--- config.mk ---
export PLATFORM = sky130hd
export DESIGN_NAME = fault_mask_unlock_regs
export DESIGN_NICKNAME = d
export VERILOG_FILES = /design/src/pkg/fault_mask_pkg.sv /design/src/pkg/nv_if.sv /design/src/fault_mask_unlock_regs.sv /design/src/nv_store.sv
export SDC_FILE = /design/constraint.sdc
export NUM_CORES = 1
export LEC_CHECK = 0
export ABC_CLOCK_PERIOD_IN_PS = 5700
export BUFFER_PORTS_ARGS = -buffer_cell sky130_fd_sc_hd__buf_2
export CAP_MARGIN = 30
export CORE_MARGIN = 4
export CORE_UTILIZATION = 30
export DETAILED_ROUTE_END_ITERATION = 6
export HOLD_SLACK_MARGIN = 0.08
export SKIP_LAST_GASP = 1
export SLEW_MARGIN = 20
export SYNTH_ARGS = -nofsm -noshare
export SYNTH_HDL_FRONTEND = slang
export SYNTH_HIERARCHICAL = 1
export SYNTH_SLANG_ARGS = --single-unit
--- constraint.sdc ---
create_clock -name clk_sys -period 5.7 [get_ports clk_sys]
set_input_delay 0.285 -clock clk_sys [delete_from_list [all_inputs] [get_ports clk_sys]]
set_output_delay 0.285 -clock clk_sys [all_outputs]
set_load 0.02 [all_outputs]
--- src/pkg/fault_mask_pkg.sv ---
// Package for the fault mask and unlock register bank.
// Assumes a 20 MHz system clock and byte accesses from the serial engine.
package fault_mask_pkg;

  // ****************************************************************
  // Serial device addresses and byte offsets
  // ****************************************************************
  localparam logic [7:0] DEV_USER      = 8'hA2;
  localparam logic [7:0] DEV_PROT_LOW  = 8'hA4;
  localparam logic [7:0] DEV_PROT_HIGH = 8'hA6;
  localparam logic [7:0] OFS_SUPPRESS  = 8'h0A;
  localparam logic [7:0] OFS_FAULT_MSK = 8'h0B;
  localparam logic [7:0] OFS_KEY_SET0  = 8'h0C;
  localparam logic [7:0] OFS_KEY_SET3  = 8'h0F;
  localparam logic [7:0] OFS_CAL0      = 8'h10;
  localparam logic [7:0] OFS_KEY_ENT0  = 8'h7B;
  localparam logic [7:0] OFS_KEY_ENT3  = 8'h7E;

  // ****************************************************************
  // Non-volatile image layout and reset values
  // ****************************************************************
  localparam int         NV_BYTES      = 6;
  localparam logic [2:0] NV_IDX_SUPP   = 3'h0;
  localparam logic [2:0] NV_IDX_MASK   = 3'h1;
  localparam logic [2:0] NV_IDX_KEY0   = 3'h2;
  localparam logic [7:0] BYTE_RESET    = 8'h00;
  localparam logic [31:0] KEY_RESET    = 32'h0000_0000;

  // ****************************************************************
  // Field positions
  // ****************************************************************
  localparam int MSK_IRQ   = 7;
  localparam int MSK_HOUR  = 6;
  localparam int MSK_SAT   = 3;
  localparam int MSK_TX    = 2;
  localparam int MSK_BIAS  = 1;
  localparam int MSK_DIODE = 0;
  localparam logic [7:0] MSK_RW_BITS = 8'hCF;
  localparam int CAL_FDIS  = 6;
  localparam int CAL_SPIN  = 5;
  localparam int CAL_WINH  = 4;
  localparam int CAL_DACC  = 3;
  localparam int CAL_FORCE = 0;
  localparam logic [7:0] CAL_RW_BITS = 8'h79;

  // ****************************************************************
  // Timing
  // ****************************************************************
  localparam int CLK_PERIOD_NS    = 50;
  localparam int SUPPRESS_STEP_US = 500;
  localparam int STEP_CYCLES      = SUPPRESS_STEP_US * 1000 / CLK_PERIOD_NS;

  typedef enum logic [0:0] {SUP_IDLE = 1'b0, SUP_ACTIVE = 1'b1} suppress_state_e;

endpackage

--- src/pkg/nv_if.sv ---
// Interface between the register bank and its non-volatile byte store.
// Assumes both ends run on clk_sys.
`timescale 1ns/10ps
interface nv_if;
  import fault_mask_pkg::*;
  logic                          wr;
  logic [2:0]                    idx;
  logic [7:0]                    wdata;
  logic                          erase;
  logic [NV_BYTES-1:0][7:0]      image;
  modport store (input wr, input idx, input wdata, input erase, output image);
  modport user  (output wr, output idx, output wdata, output erase, input image);
endinterface

--- src/fault_mask_unlock_regs.sv ---
// Fault mask, suppression timer, unlock key and calibration control bank.
// Assumes a serial engine on clk_sys hands over decoded byte accesses.
// Function
// - Saturation faults suppressed for stored count times half a millisecond after laser on.
// - A stored count of zero gives no suppression at all.
// - Protected registers are reachable only after a valid key is presented.
// - Suppression, mask and key setting bytes survive resets and power cycles.
// - Interrupt asserts only when global enable high and irq mask bit low.
// - Mask bit 6 enables the power-on hour meter.
// - Mask bits 3..0 block saturation, tx power, bias high and diode faults.
// - Key setting compared with four-byte entry field; all four bytes match.
// - Matching key opens only the high protected serial address; the low one is never decoded.
// - New key setting takes effect only after power-on or warm reset.
// - Key setting spans four bytes, highest address most significant.
// - Calibration control zero is volatile and resets to all zeros.
// - DAC calibration mode bypasses the temperature compensation tables.
// - Compare disable stops new comparator faults; set flags stay until cleared.
`timescale 1ns/10ps
module fault_mask_unlock_regs
  import fault_mask_pkg::*;
#(
  parameter int STEP_CYC = STEP_CYCLES
)
(
  input  wire logic       clk_sys,
  input  wire logic       reset_n,
  input  wire logic       clk_en,
  input  wire logic       warm_reset,
  input  wire logic       nv_erase,
  input  wire logic       acc_wr,
  input  wire logic       acc_rd,
  input  wire logic [7:0] acc_dev,
  input  wire logic [7:0] acc_addr,
  input  wire logic [7:0] acc_wdata,
  input  wire logic       laser_on,
  input  wire logic       global_irq_enable,
  input  wire logic       irq_pending,
  input  wire logic       sat_fault_raw,
  input  wire logic       tx_fault_raw,
  input  wire logic       bias_fault_raw,
  input  wire logic       diode_fault_raw,
  input  wire logic       flag_clear,
  output logic [7:0]      acc_rdata,
  output logic            acc_rvalid,
  output logic            irq_n,
  output logic [3:0]      fault_flags,
  output logic            sat_suppress,
  output logic            unlocked,
  output logic            hour_meter_enable,
  output logic            lut_bypass,
  output logic            single_channel_fault_mode,
  output logic            nv_write_inhibit,
  output logic            force_outputs
);

  // ****************************************************************
  // Non-volatile store
  // ****************************************************************
  nv_if nv ();

  nv_store u_store (
    .clk_sys (clk_sys),
    .clk_en  (clk_en),
    .nv      (nv.store)
  );

  logic [7:0]  fault_suppress_time;
  logic [7:0]  fault_mask_reg;
  logic [31:0] unlock_key_setting;

  // Highest byte address carries the most significant key byte.
  assign fault_suppress_time = nv.image[NV_IDX_SUPP];
  assign fault_mask_reg      = nv.image[NV_IDX_MASK];
  assign unlock_key_setting  = {nv.image[5], nv.image[4], nv.image[3], nv.image[2]};

  // Returns true for an access to one of the two protected devices.
  function automatic logic is_prot(input logic [7:0] dev);
    return (dev == DEV_PROT_LOW) || (dev == DEV_PROT_HIGH);
  endfunction

  // ****************************************************************
  // Key entry, reference and access state
  // ****************************************************************
  logic [31:0] key_entry_reg, key_entry_next;
  logic [31:0] key_ref_reg, key_ref_next;
  logic        ref_load_reg, ref_load_next;
  logic        unlock_reg, unlock_next;
  logic [7:0]  cal0_reg, cal0_next;
  logic        prot_wr;

  // The reference is caught one edge after reset release, never under reset.
  always_comb
  begin
    key_entry_next = key_entry_reg;
    key_ref_next   = key_ref_reg;
    ref_load_next  = 1'b0;
    if (acc_wr && acc_dev == DEV_USER && acc_addr >= OFS_KEY_ENT0 && acc_addr <= OFS_KEY_ENT3)
      key_entry_next[8*(acc_addr - OFS_KEY_ENT0) +: 8] = acc_wdata;
    if (ref_load_reg)
      key_ref_next = unlock_key_setting;
    if (warm_reset)
      ref_load_next = 1'b1;
    unlock_next = (key_entry_reg == key_ref_reg) && !ref_load_reg;
  end

  always_ff @(posedge clk_sys)
  begin
    if (!reset_n)
    begin
      key_entry_reg <= KEY_RESET;
      key_ref_reg   <= KEY_RESET;
      ref_load_reg  <= 1'b1;
      unlock_reg    <= 1'b0;
    end
    else if (clk_en)
    begin
      key_entry_reg <= key_entry_next;
      key_ref_reg   <= key_ref_next;
      ref_load_reg  <= ref_load_next;
      unlock_reg    <= unlock_next;
    end
  end

  // Protected writes only go through while the key matches.
  assign prot_wr = acc_wr && unlock_reg && (acc_dev == DEV_PROT_HIGH);

  // ****************************************************************
  // Register writes
  // ****************************************************************
  always_comb
  begin
    nv.wr     = 1'b0;
    nv.idx    = NV_IDX_SUPP;
    nv.wdata  = acc_wdata;
    nv.erase  = nv_erase;
    cal0_next = cal0_reg;
    if (prot_wr)
    begin
      if (acc_addr == OFS_SUPPRESS)
        nv.wr = 1'b1;
      else if (acc_addr == OFS_FAULT_MSK)
      begin
        nv.wr    = 1'b1;
        nv.idx   = NV_IDX_MASK;
        nv.wdata = acc_wdata & MSK_RW_BITS;
      end
      else if (acc_addr >= OFS_KEY_SET0 && acc_addr <= OFS_KEY_SET3)
      begin
        nv.wr  = 1'b1;
        nv.idx = NV_IDX_KEY0 + 3'(acc_addr - OFS_KEY_SET0);
      end
      else if (acc_addr == OFS_CAL0)
        cal0_next = acc_wdata & CAL_RW_BITS;
    end
  end

  // Calibration control is volatile and clears on reset_n; warm_reset leaves it unchanged.
  always_ff @(posedge clk_sys)
  begin
    if (!reset_n)
      cal0_reg <= BYTE_RESET;
    else if (clk_en)
      cal0_reg <= cal0_next;
  end

  // ****************************************************************
  // Register reads
  // ****************************************************************
  logic [7:0] rdata_next;

  // Locked or unmapped reads return zero rather than stale data.
  always_comb
  begin
    rdata_next = 8'h00;
    if (acc_dev == DEV_PROT_HIGH && unlock_reg)
    begin
      if (acc_addr == OFS_SUPPRESS)
        rdata_next = fault_suppress_time;
      else if (acc_addr == OFS_FAULT_MSK)
        rdata_next = fault_mask_reg;
      else if (acc_addr >= OFS_KEY_SET0 && acc_addr <= OFS_KEY_SET3)
        rdata_next = nv.image[NV_IDX_KEY0 + 3'(acc_addr - OFS_KEY_SET0)];
      else if (acc_addr == OFS_CAL0)
        rdata_next = cal0_reg;
    end
  end

  always_ff @(posedge clk_sys)
  begin
    if (!reset_n)
    begin
      acc_rdata  <= 8'h00;
      acc_rvalid <= 1'b0;
    end
    else if (clk_en)
    begin
      acc_rdata  <= acc_rd ? rdata_next : acc_rdata;
      acc_rvalid <= acc_rd;
    end
  end

  // ****************************************************************
  // Saturation fault suppression timer
  // ****************************************************************
  suppress_state_e sup_reg, sup_next;
  logic [15:0]     pre_reg, pre_next;
  logic [7:0]      steps_reg, steps_next;
  logic            laser_d_reg;
  logic            laser_rise;

  assign laser_rise = laser_on && !laser_d_reg;

  // Counts whole half-millisecond steps; zero never enters the active state.
  always_comb
  begin
    sup_next   = sup_reg;
    pre_next   = pre_reg;
    steps_next = steps_reg;
    case (sup_reg)
      SUP_IDLE:
      begin
        if (laser_rise && fault_suppress_time != 8'h00)
        begin
          sup_next   = SUP_ACTIVE;
          pre_next   = 16'(STEP_CYC - 1);
          steps_next = fault_suppress_time;
        end
      end
      SUP_ACTIVE:
      begin
        if (!laser_on)
          sup_next = SUP_IDLE;
        else if (pre_reg != 16'h0000)
          pre_next = pre_reg - 16'h0001;
        else if (steps_reg == 8'h01)
          sup_next = SUP_IDLE;
        else
        begin
          pre_next   = 16'(STEP_CYC - 1);
          steps_next = steps_reg - 8'h01;
        end
      end
      default: sup_next = SUP_IDLE;
    endcase
  end

  always_ff @(posedge clk_sys)
  begin
    if (!reset_n)
    begin
      sup_reg     <= SUP_IDLE;
      pre_reg     <= 16'h0000;
      steps_reg   <= 8'h00;
      laser_d_reg <= 1'b0;
    end
    else if (clk_en)
    begin
      sup_reg     <= sup_next;
      pre_reg     <= pre_next;
      steps_reg   <= steps_next;
      laser_d_reg <= laser_on;
    end
  end

  // ****************************************************************
  // Fault flags, interrupt and control outputs
  // ****************************************************************
  logic [3:0] flags_next;
  logic [3:0] fault_hit;

  // The comparator faults (tx power, bias) cannot set while compare is disabled.
  always_comb
  begin
    fault_hit[MSK_SAT]   = sat_fault_raw && !fault_mask_reg[MSK_SAT] && sup_reg == SUP_IDLE;
    fault_hit[MSK_TX]    = tx_fault_raw && !fault_mask_reg[MSK_TX] && !cal0_reg[CAL_FDIS];
    fault_hit[MSK_BIAS]  = bias_fault_raw && !fault_mask_reg[MSK_BIAS] && !cal0_reg[CAL_FDIS];
    fault_hit[MSK_DIODE] = diode_fault_raw && !fault_mask_reg[MSK_DIODE];
    // A new fault wins over a clear in the same cycle.
    flags_next = (flag_clear ? 4'h0 : fault_flags) | fault_hit;
  end

  always_ff @(posedge clk_sys)
  begin
    if (!reset_n)
    begin
      fault_flags               <= 4'h0;
      irq_n                     <= 1'b1;
      sat_suppress              <= 1'b0;
      unlocked                  <= 1'b0;
      hour_meter_enable         <= 1'b0;
      lut_bypass                <= 1'b0;
      single_channel_fault_mode <= 1'b0;
      nv_write_inhibit          <= 1'b0;
      force_outputs             <= 1'b0;
    end
    else if (clk_en)
    begin
      fault_flags               <= flags_next;
      irq_n                     <= !(irq_pending && global_irq_enable
                                     && !fault_mask_reg[MSK_IRQ]);
      sat_suppress              <= sup_next == SUP_ACTIVE;
      unlocked                  <= unlock_next;
      hour_meter_enable         <= fault_mask_reg[MSK_HOUR];
      lut_bypass                <= cal0_next[CAL_DACC];
      single_channel_fault_mode <= cal0_next[CAL_SPIN];
      nv_write_inhibit          <= cal0_next[CAL_WINH];
      force_outputs             <= cal0_next[CAL_FORCE];
    end
  end

  // ****************************************************************
  // Assertions
  // ****************************************************************
  a_irq_mask_blocks: assert property (@(posedge clk_sys) disable iff (!reset_n)
    clk_en && fault_mask_reg[MSK_IRQ] |=> irq_n)
    else $error("interrupt asserted while mask bit set");

  a_locked_no_write: assert property (@(posedge clk_sys) disable iff (!reset_n)
    acc_wr && !unlock_reg |-> !nv.wr)
    else $error("protected store written while locked");

  a_zero_no_suppress: assert property (@(posedge clk_sys) disable iff (!reset_n)
    clk_en && laser_rise && fault_suppress_time == 8'h00 && sup_reg == SUP_IDLE
    |=> sup_reg == SUP_IDLE)
    else $error("suppression started with zero count");

  a_suppress_starts: assert property (@(posedge clk_sys) disable iff (!reset_n)
    clk_en && laser_rise && fault_suppress_time != 8'h00 && sup_reg == SUP_IDLE
    |=> sup_reg == SUP_ACTIVE && steps_reg == $past(fault_suppress_time))
    else $error("suppression did not load its count");

  a_sat_gated: assert property (@(posedge clk_sys) disable iff (!reset_n)
    clk_en && sup_reg == SUP_ACTIVE && !flag_clear |=> fault_flags[MSK_SAT]
    == $past(fault_flags[MSK_SAT]))
    else $error("saturation flag set during suppression");

  a_fdis_no_set: assert property (@(posedge clk_sys) disable iff (!reset_n)
    clk_en && cal0_reg[CAL_FDIS] && !fault_flags[MSK_TX] |=> !fault_flags[MSK_TX])
    else $error("tx flag set while compare disabled");

  a_set_beats_clear: assert property (@(posedge clk_sys) disable iff (!reset_n)
    clk_en && flag_clear && diode_fault_raw && !fault_mask_reg[MSK_DIODE]
    |=> fault_flags[MSK_DIODE])
    else $error("diode fault lost against clear");

  a_cal_reserved: assert property (@(posedge clk_sys) disable iff (!reset_n)
    (cal0_reg & ~CAL_RW_BITS) == 8'h00)
    else $error("reserved calibration bit set");

  a_ref_after_warm: assert property (@(posedge clk_sys) disable iff (!reset_n)
    clk_en && !ref_load_reg && !warm_reset |=> $stable(key_ref_reg))
    else $error("key reference changed without reset");

endmodule // fault_mask_unlock_regs

--- src/nv_store.sv ---
// Non-volatile byte store behind the protected registers.
// Assumes writes come already qualified by the unlock check.
`timescale 1ns/10ps
module nv_store
  import fault_mask_pkg::*;
(
  input  wire logic clk_sys,
  input  wire logic clk_en,
  nv_if.store       nv
);

  // ****************************************************************
  // Storage
  // ****************************************************************
  logic [7:0] mem_reg [NV_BYTES];
  logic [7:0] mem_next [NV_BYTES];

  // No reset here on purpose: contents survive warm and power-on resets.
  always_comb
  begin
    for (int i = 0; i < NV_BYTES; i++)
    begin
      mem_next[i] = mem_reg[i];
      if (nv.erase)
        mem_next[i] = BYTE_RESET;
      else if (nv.wr && (nv.idx == i[2:0]))
        mem_next[i] = nv.wdata;
    end
  end

  always_ff @(posedge clk_sys)
  begin
    if (clk_en)
      mem_reg <= mem_next;
  end

  // Flatten the array for the reader.
  genvar g;
  generate
    for (g = 0; g < NV_BYTES; g++)
    begin : g_img
      assign nv.image[g] = mem_reg[g];
    end
  endgenerate

endmodule // nv_store

==> flow_metrics.py, run 1 <==
metrics = {
    "die": {
        "die_w_um": 169.8,
        "row_count": 58,
        "coreArea_um2": 25470,
        "start_util_pct": 30.83,
        "die_h_um": 169.8,
        "pin_count": 60,
        "die-area_um2": 28830,
    },
    "finish": {
        "diodes": 0,
        "areaGrowthSynthToFinish_pct": 15.15,
        "nNetsFinal": 923,
        "fillCellCount": 2570,
        "largest_register_ffs": 48,
        "drive_gt1_share_pct": 14.55,
    },
    "pwr": {
        "irDropWorstVdd_mv": 0.2144,
        "p_leak_nw": 3.576,
        "cellPowerDensity_nw_per_um2": 305.0,
    },
    "cts": {
        "clockBufferDepth": 2,
        "cts_sinks": 160,
        "cts-root-buf": "clkbuf_16",
        "cts_buffers": 17,
        "htree_levels": 4,
        "cts.clk_slew.worst_paths_ns": 0.07,
        "ctsResizeCount": 0,
        "clock_latency_ns": 0.42,
        "postCtsSetupRepairBufs": 0,
        "tritoncts": "done",
    },
    "setup_path": {
        "critPathMaxStageDelay_ns": 0.52,
        "cp.arrival_ns": 4.64,
        "crit_family": "simple AND/OR/NAND/NOR gates",
        "crit_type": "input pin to register",
        "worstSetupEndpointType": "register",
        "cp-start-kind": "input pin",
        "cp_slowest_cell": "nand4_1",
        "crit_required_ns": 6.04,
        "crit_buf_inv": 2,
        "crit_chain": "buf_2, clkinv_1, ha_1, and2_1, or3_1, a21oi_1, o21ai_0, or3_1, ha_1, nor4b_1, nand4_1, a2111oi_0, and3_1, nand4_1, mux2i_1",
        "cp_max_fo": 12,
    },
    "global_routing": {
        "grt_pass1_wl_um": 33090,
        "grt.total_usage_pct": 14.67,
        "grt_pass1_vias": 5949,
        "grt-ovfl-total": 0,
        "grt_max_degree": 75,
        "grt_antenna_before_repair": 0,
    },
    "run_status": {
        "status": "finished, final reports clean",
    },
    "drt": {
        "dr.pass1.iters": 5,
        "drc_errors": 0,
        "ant_nets": 0,
        "wl_um": 21240,
        "wl_per_cell_um": 17.56,
        "vias_per_cell": 5.189,
        "vias": 6279,
        "drtIter0Drc": 582,
    },
    "sta": {
        "fin_ws_ns": 1.408,
        "drv_slew": 0,
        "hold_slack_ns": 0.1375,
        "fin_crit_ns": 4.292,
        "worstMarginPinSlew_ns": 0.9564,
        "fin_skew_ns": 0.009012,
        "rsz0062_at_grt": "no",
        "setup_violations": 0,
        "slew_headroom_pct": 36.24,
        "finalHoldViolCount": 0,
        "fmax_ghz": 0.2330,
        "setup_tns_ns": 0,
        "final_min_period_over_clock_period_pct": 75.31,
    },
    "synthesis": {
        "ys_ff_latch": 160,
        "ys_seq_area_share_pct": 46.90,
        "yosysMostFrequentCell": "nand2_1",
        "synth_top_area_cell": "dfxtp_1",
        "async_reset_ff_share_pct": 0,
        "syn-instance-count": 826,
        "synth_edf_count": 48,
        "syn_area_um2": 7854,
        "syn-num-nets": 882,
        "synth_top_cell_area_share_pct": 28.55,
        "avgSynthCellArea_um2": 9.508,
        "synth_flop_cell": "dfxtp_1",
        "ys.warnings.count": 6,
        "synth_commonest_cells": "nand2_1, dfxtp_1, a21oi_1",
        "synthTopCellsByArea": "dfxtp_1, edfxtp_1, nand2_1",
        "synth.distinct_cells": 67,
    },
    "placement": {
        "dp_slack_ns": 1.048,
        "place_hpwl_um": 15040,
        "place.port_buffers": 59,
        "place_congestion": 0.8701,
    },
    "worst_hold_path": {
        "hp-class": "input pin to register",
    },
    "flow_run": {
        "maxCapViolCount": 0,
    },
}
## per-stage QoR
step | util [%] | std cells | instance area (µm²) | power, W
floorplan | - | 826 | 7854 | 0.001514
global placement | 33.02 | 1175 | 8412 | 0.001613
detailed placement | 33.06 | 1176 | 8422 | 0.001619
CTS | 35.46 | 1209 | 9032 | 0.002779
global route | 35.50 | 1210 | 9044 | 0.002871
finish | 35.50 | 1210 | 9044 | 0.002758
## power breakdown
part	internal, W	switching (W)	total (W)
Sequential	0.00123	0.0000532	0.00129
Clock	0.000677	0.000484	0.00116
Combinational	0.000121	0.000191	0.000312
## area by class of cell
| class | instances | area (µm²) | share of cell area [%] |
|---|---|---|---|
| well taps | 330 | 412.9 | 4.566 |
| repair buffers | 66 | 354.1 | 3.915 |
| inverters | 24 | 90.09 | 0.9961 |
| multi-input cells | 598 | 3902 | 43.15 |
| clock inverters | 14 | 150.1 | 1.660 |
| clock buffers | 18 | 450.4 | 4.981 |
| flip-flops and latches | 160 | 3684 | 40.73 |
## what timing repair did
| item | CTS | global route |
|---|---|---|
| endpoints found under the setup margin | 0 | 0 |
| hold buffers | 1 | 0 |
| hold endpoints to repair | 1 | 0 |
## tightest hold or removal path: cells and delay by family
family	cells	cell delay, ns
AO/OA/AOI/OAI	1	0.08
buffers and inverters	1	0.08
AND/OR/NAND/NOR	1	0.08
## kinds of logic after synthesis
logic type / count (synthesis) / synth area share (%)
fa+ha+maj: 17 / 2.708
buf+inv: 68 / 3.441
compound gates: 147 / 12.06
xor+xnor: 43 / 4.795
flops: 160 / 46.90
simple gates: 334 / 21.49
mux: 57 / 8.603
## per-layer routing
| metal | wire length (µm) | GRT usage [%] |
|---|---|---|
| met1 | 9850 | 19.66 |
| met4 | 309 | 4.375 |
| met2 | 10110 | 23.87 |
| met5 | 0 | 0 |
| met3 | 975 | 3.121 |
## path summary, 6_finish.rpt
path                        start  depth (start not counted)  slack, ns                end
setup / recovery      acc_addr[2]                         15       1.41  key_entry_reg[28]
hold / removal    diode_fault_raw                          3       0.14     fault_flags[0]
setup reg to reg       pre_reg[2]                          7       2.98        pre_reg[13]
hold reg to reg      acc_rdata[7]                          2       0.45       acc_rdata[7]
## cells in the final DEF (no fill, tap or decap), types with 15 or more instances in the layout
cell,instances
edfxtp_1,48
dfxtp_1,112
nand3_1,16
nor3_1,18
a21oi_1,68
nor2b_1,19
nor2_1,65
mux2i_1,45
xor2_1,30
clkbuf_16,18
nand2_1,130
inv_1,22
ha_1,17
o21ai_0,15
buf_2,59
(Power assumes the default switching activity.)
==> run 2: changes to the inputs <==
--- a/config.mk
+++ b/config.mk
@@ -5,7 +5,8 @@
 export SDC_FILE = /design/constraint.sdc
 export NUM_CORES = 1
 export LEC_CHECK = 0
-export ABC_CLOCK_PERIOD_IN_PS = 5700
+export ABC_AREA = 1
+export ABC_CLOCK_PERIOD_IN_PS = 4360
 export BUFFER_PORTS_ARGS = -buffer_cell sky130_fd_sc_hd__buf_2
 export CAP_MARGIN = 30
 export CORE_MARGIN = 4
==> constraint.sdc (replaced) <==
create_clock -name clk_sys -period 4.36 [get_ports clk_sys]
set_input_delay 0.218 -clock clk_sys [delete_from_list [all_inputs] [get_ports clk_sys]]
set_output_delay 0.218 -clock clk_sys [all_outputs]
set_load 0.02 [all_outputs]
==> flow_metrics.py, run 2 <==
metrics = {
    "synthesis": {
        "ys_seq_area_share_pct": 42.30,
        "synth_top_cell_area_share_pct": 25.75,
        "synth_top_family_by_area": "simple AND/OR/NAND/NOR gates",
        "syn_area_um2": 8707,
        "yosys.area_share.xor_xnor_pct": 1.408,
        "synthAdderAreaFrac_pct": 2.443,
        "avgSynthCellArea_um2": 7.160,
        "synth_compound_area_share_pct": 14.50,
        "yosysMostFrequentCell": "nand2_1",
        "synth_flop_cell": "dfxtp_1",
        "async_reset_ff_share_pct": 0,
        "synth_edf_count": 48,
        "synthTopCellsByArea": "dfxtp_1, edfxtp_1, nand2_1",
        "ys.warnings.count": 6,
        "muxShareOfSynthArea_pct": 0,
        "synth_commonest_cells": "nand2_1, inv_1, nor2_1",
        "synth_top_area_cell": "dfxtp_1",
        "synthSimpleGateAreaFrac_pct": 29.20,
        "ys_ff_latch": 160,
        "syn-num-nets": 1272,
        "syn-instance-count": 1216,
        "synth.distinct_cells": 48,
    },
    "drt": {
        "vias_per_cell": 4.811,
        "drc_errors": 0,
        "drtIter0Drc": 712,
        "wl_um": 25990,
        "dr.pass1.iters": 5,
        "vias": 8011,
        "wl_per_cell_um": 15.61,
        "ant_nets": 0,
    },
    "cts": {
        "ctsResizeCount": 0,
        "cts_buffers": 17,
        "cts-root-buf": "clkbuf_16",
        "clock_latency_ns": 0.43,
        "postCtsSetupRepairBufs": 0,
        "clockBufferDepth": 2,
        "cts.clk_slew.worst_paths_ns": 0.07,
        "tritoncts": "done",
        "cts_sinks": 160,
        "cts_hold_buf": 8,
        "htree_levels": 4,
    },
    "finish": {
        "mostFrequentLayoutCell": "nand2_1",
        "nNetsFinal": 1324,
        "drive_gt1_share_pct": 12.02,
        "diodes": 0,
        "layout_common_cells": "nand2_1, inv_1, nor2_1",
        "final_util_pct": 35.07,
        "stdcell_area_um2": 10060,
        "areaGrowthSynthToFinish_pct": 15.59,
        "largest_register_ffs": 48,
    },
    "sta": {
        "fin_skew_ns": 0.01444,
        "fmax_ghz": 0.3066,
        "worstMarginPinSlew_ns": 0.8634,
        "drv_slew": 0,
        "slew_headroom_pct": 42.38,
        "fin_crit_ns": 3.262,
        "setup_tns_ns": 0,
        "rsz0062_at_grt": "no",
        "finalHoldViolCount": 0,
        "setup_violations": 0,
        "final_min_period_over_clock_period_pct": 74.81,
    },
    "global_routing": {
        "grt_pass1_vias": 7477,
        "grt_max_degree": 83,
        "grt_pass1_wl_um": 40880,
        "grt_antenna_before_repair": 0,
        "grt.total_usage_pct": 16.36,
        "grt-ovfl-total": 0,
    },
    "die": {
        "pin_count": 60,
        "die_h_um": 178.4,
        "row_count": 62,
        "die_w_um": 178.4,
        "coreArea_um2": 28700,
        "start_util_pct": 30.34,
        "die-area_um2": 31810,
    },
    "setup_path": {
        "cp.arrival_ns": 3.57,
        "crit_type": "input pin to register",
        "crit_required_ns": 4.67,
        "critPathMaxStageDelay_ns": 0.44,
        "cp-start-kind": "input pin",
        "crit_chain": "buf_2, inv_1, buf_4, ha_1, nor2_4, inv_1, nor2_4, nand2_2, nor2_4, nand3_2, ha_1, inv_1, nor3_1, nand4_1, nand2_1, inv_1, nor2_1, nand3_1, nor2_2, nand4_1, nor2_1, nor2_1",
        "critPathMostFrequentCell": "inv_1",
        "cp_max_fo": 12,
        "rrSetupSlack_ns": 1.65,
        "cp_slowest_cell": "nand4_1",
        "worstSetupEndpointType": "register",
    },
    "placement": {
        "dpl_cell_area_um2": 9376,
        "place_congestion": 0.8787,
        "place_hpwl_um": 19300,
        "place.port_buffers": 59,
    },
    "flow_run": {
        "maxCapViolCount": 0,
    },
    "run_status": {
        "status": "finished, final reports clean",
    },
    "worst_hold_path": {
        "hp-class": "input pin to register",
    },
    "pwr": {
        "p_leak_nw": 4.553,
        "cellPowerDensity_nw_per_um2": 370.9,
        "irDropWorstVdd_mv": 0.2192,
    },
}
-- run 2: cell count changes after synthesis, moves of 21 or more --
| cell | delta |
|---|---|
| a21oi_1 | +25 |
| mux2i_1 | -45 |
| nor2_1 | +100 |
| inv_1 | +147 |
| nand3_1 | +36 |
| nand2_1 | +121 |
| o21ai_0 | +67 |
| xor2_1 | -21 |
-- run 2: final timing paths --
| check | from | end | cells after the start |
|---|---|---|---|
| worst max-delay path | acc_addr[1] | key_entry_reg[10] | 22 |
| worst min-delay path | acc_wdata[6] | key_entry_reg[6] | 3 |
| worst max register to register | sat_suppress | steps_reg[5] | 9 |
| worst min register to register | acc_rdata[3] | acc_rdata[3] | 2 |
-- run 2: routing by layer --
layer | vias up | track usage [%] | routed length, µm | part of all wire, %
li1 | 4071 | - | - | -
met1 | 3685 | 22.04 | 11840 | 46
met2 | 232 | 27.59 | 12380 | 48
met4 | 0 | 3.390 | 315 | 1.2
met3 | 23 | 2.904 | 1458 | 5.6
met5 | - | 0 | 0 | 0
-- run 2: power breakdown --
part           leakage [nW]  switching (W)  internal (W)
clock                 0.299       0.000689      0.000853
combinational          2.92       0.000358      0.000167
sequential             1.33      0.0000509       0.00161
total                  4.55        0.00110       0.00264
-- run 2: kinds of logic after synthesis --
family	after synthesis
XOR/XNOR	14
AND/OR/NAND/NOR	569
adder cells (fa/ha/maj)	17
flip-flops	160
AO/OA/AOI/OAI	228
buffers and inverters	228
-- run 2: critical path: cells and delay by family --
family                   cells  cell delay, ns
adder cells (fa/ha/maj)      2            0.71
buffers and inverters        6            0.49
AND/OR/NAND/NOR             14            2.12
-- run 2: layout make-up --
class	instances	area, µm²
well taps	384	480.5
multi-input cells	828	4140
inverters	181	679.4
flip-flops and latches	160	3684
fillers	3043	18640
clock buffers	21	503.0
clock inverters	11	105.1
repair buffers	80	473.0
-- run 2: metrics by stage --
step / hold WS, ns / power [W] / worst slack [ns] / cells
after floorplan: 0.3443 / 0.002056 / 0.4350 / 1216
after global placement: 0.4440 / 0.002209 / 0.7925 / 1624
after detailed placement: 0.4434 / 0.002214 / 0.7316 / 1625
after CTS: 0.1199 / 0.003742 / 1.138 / 1665
after global routing: 0.1326 / 0.003889 / 0.7696 / 1665
final: 0.1304 / 0.003733 / 1.098 / 1665
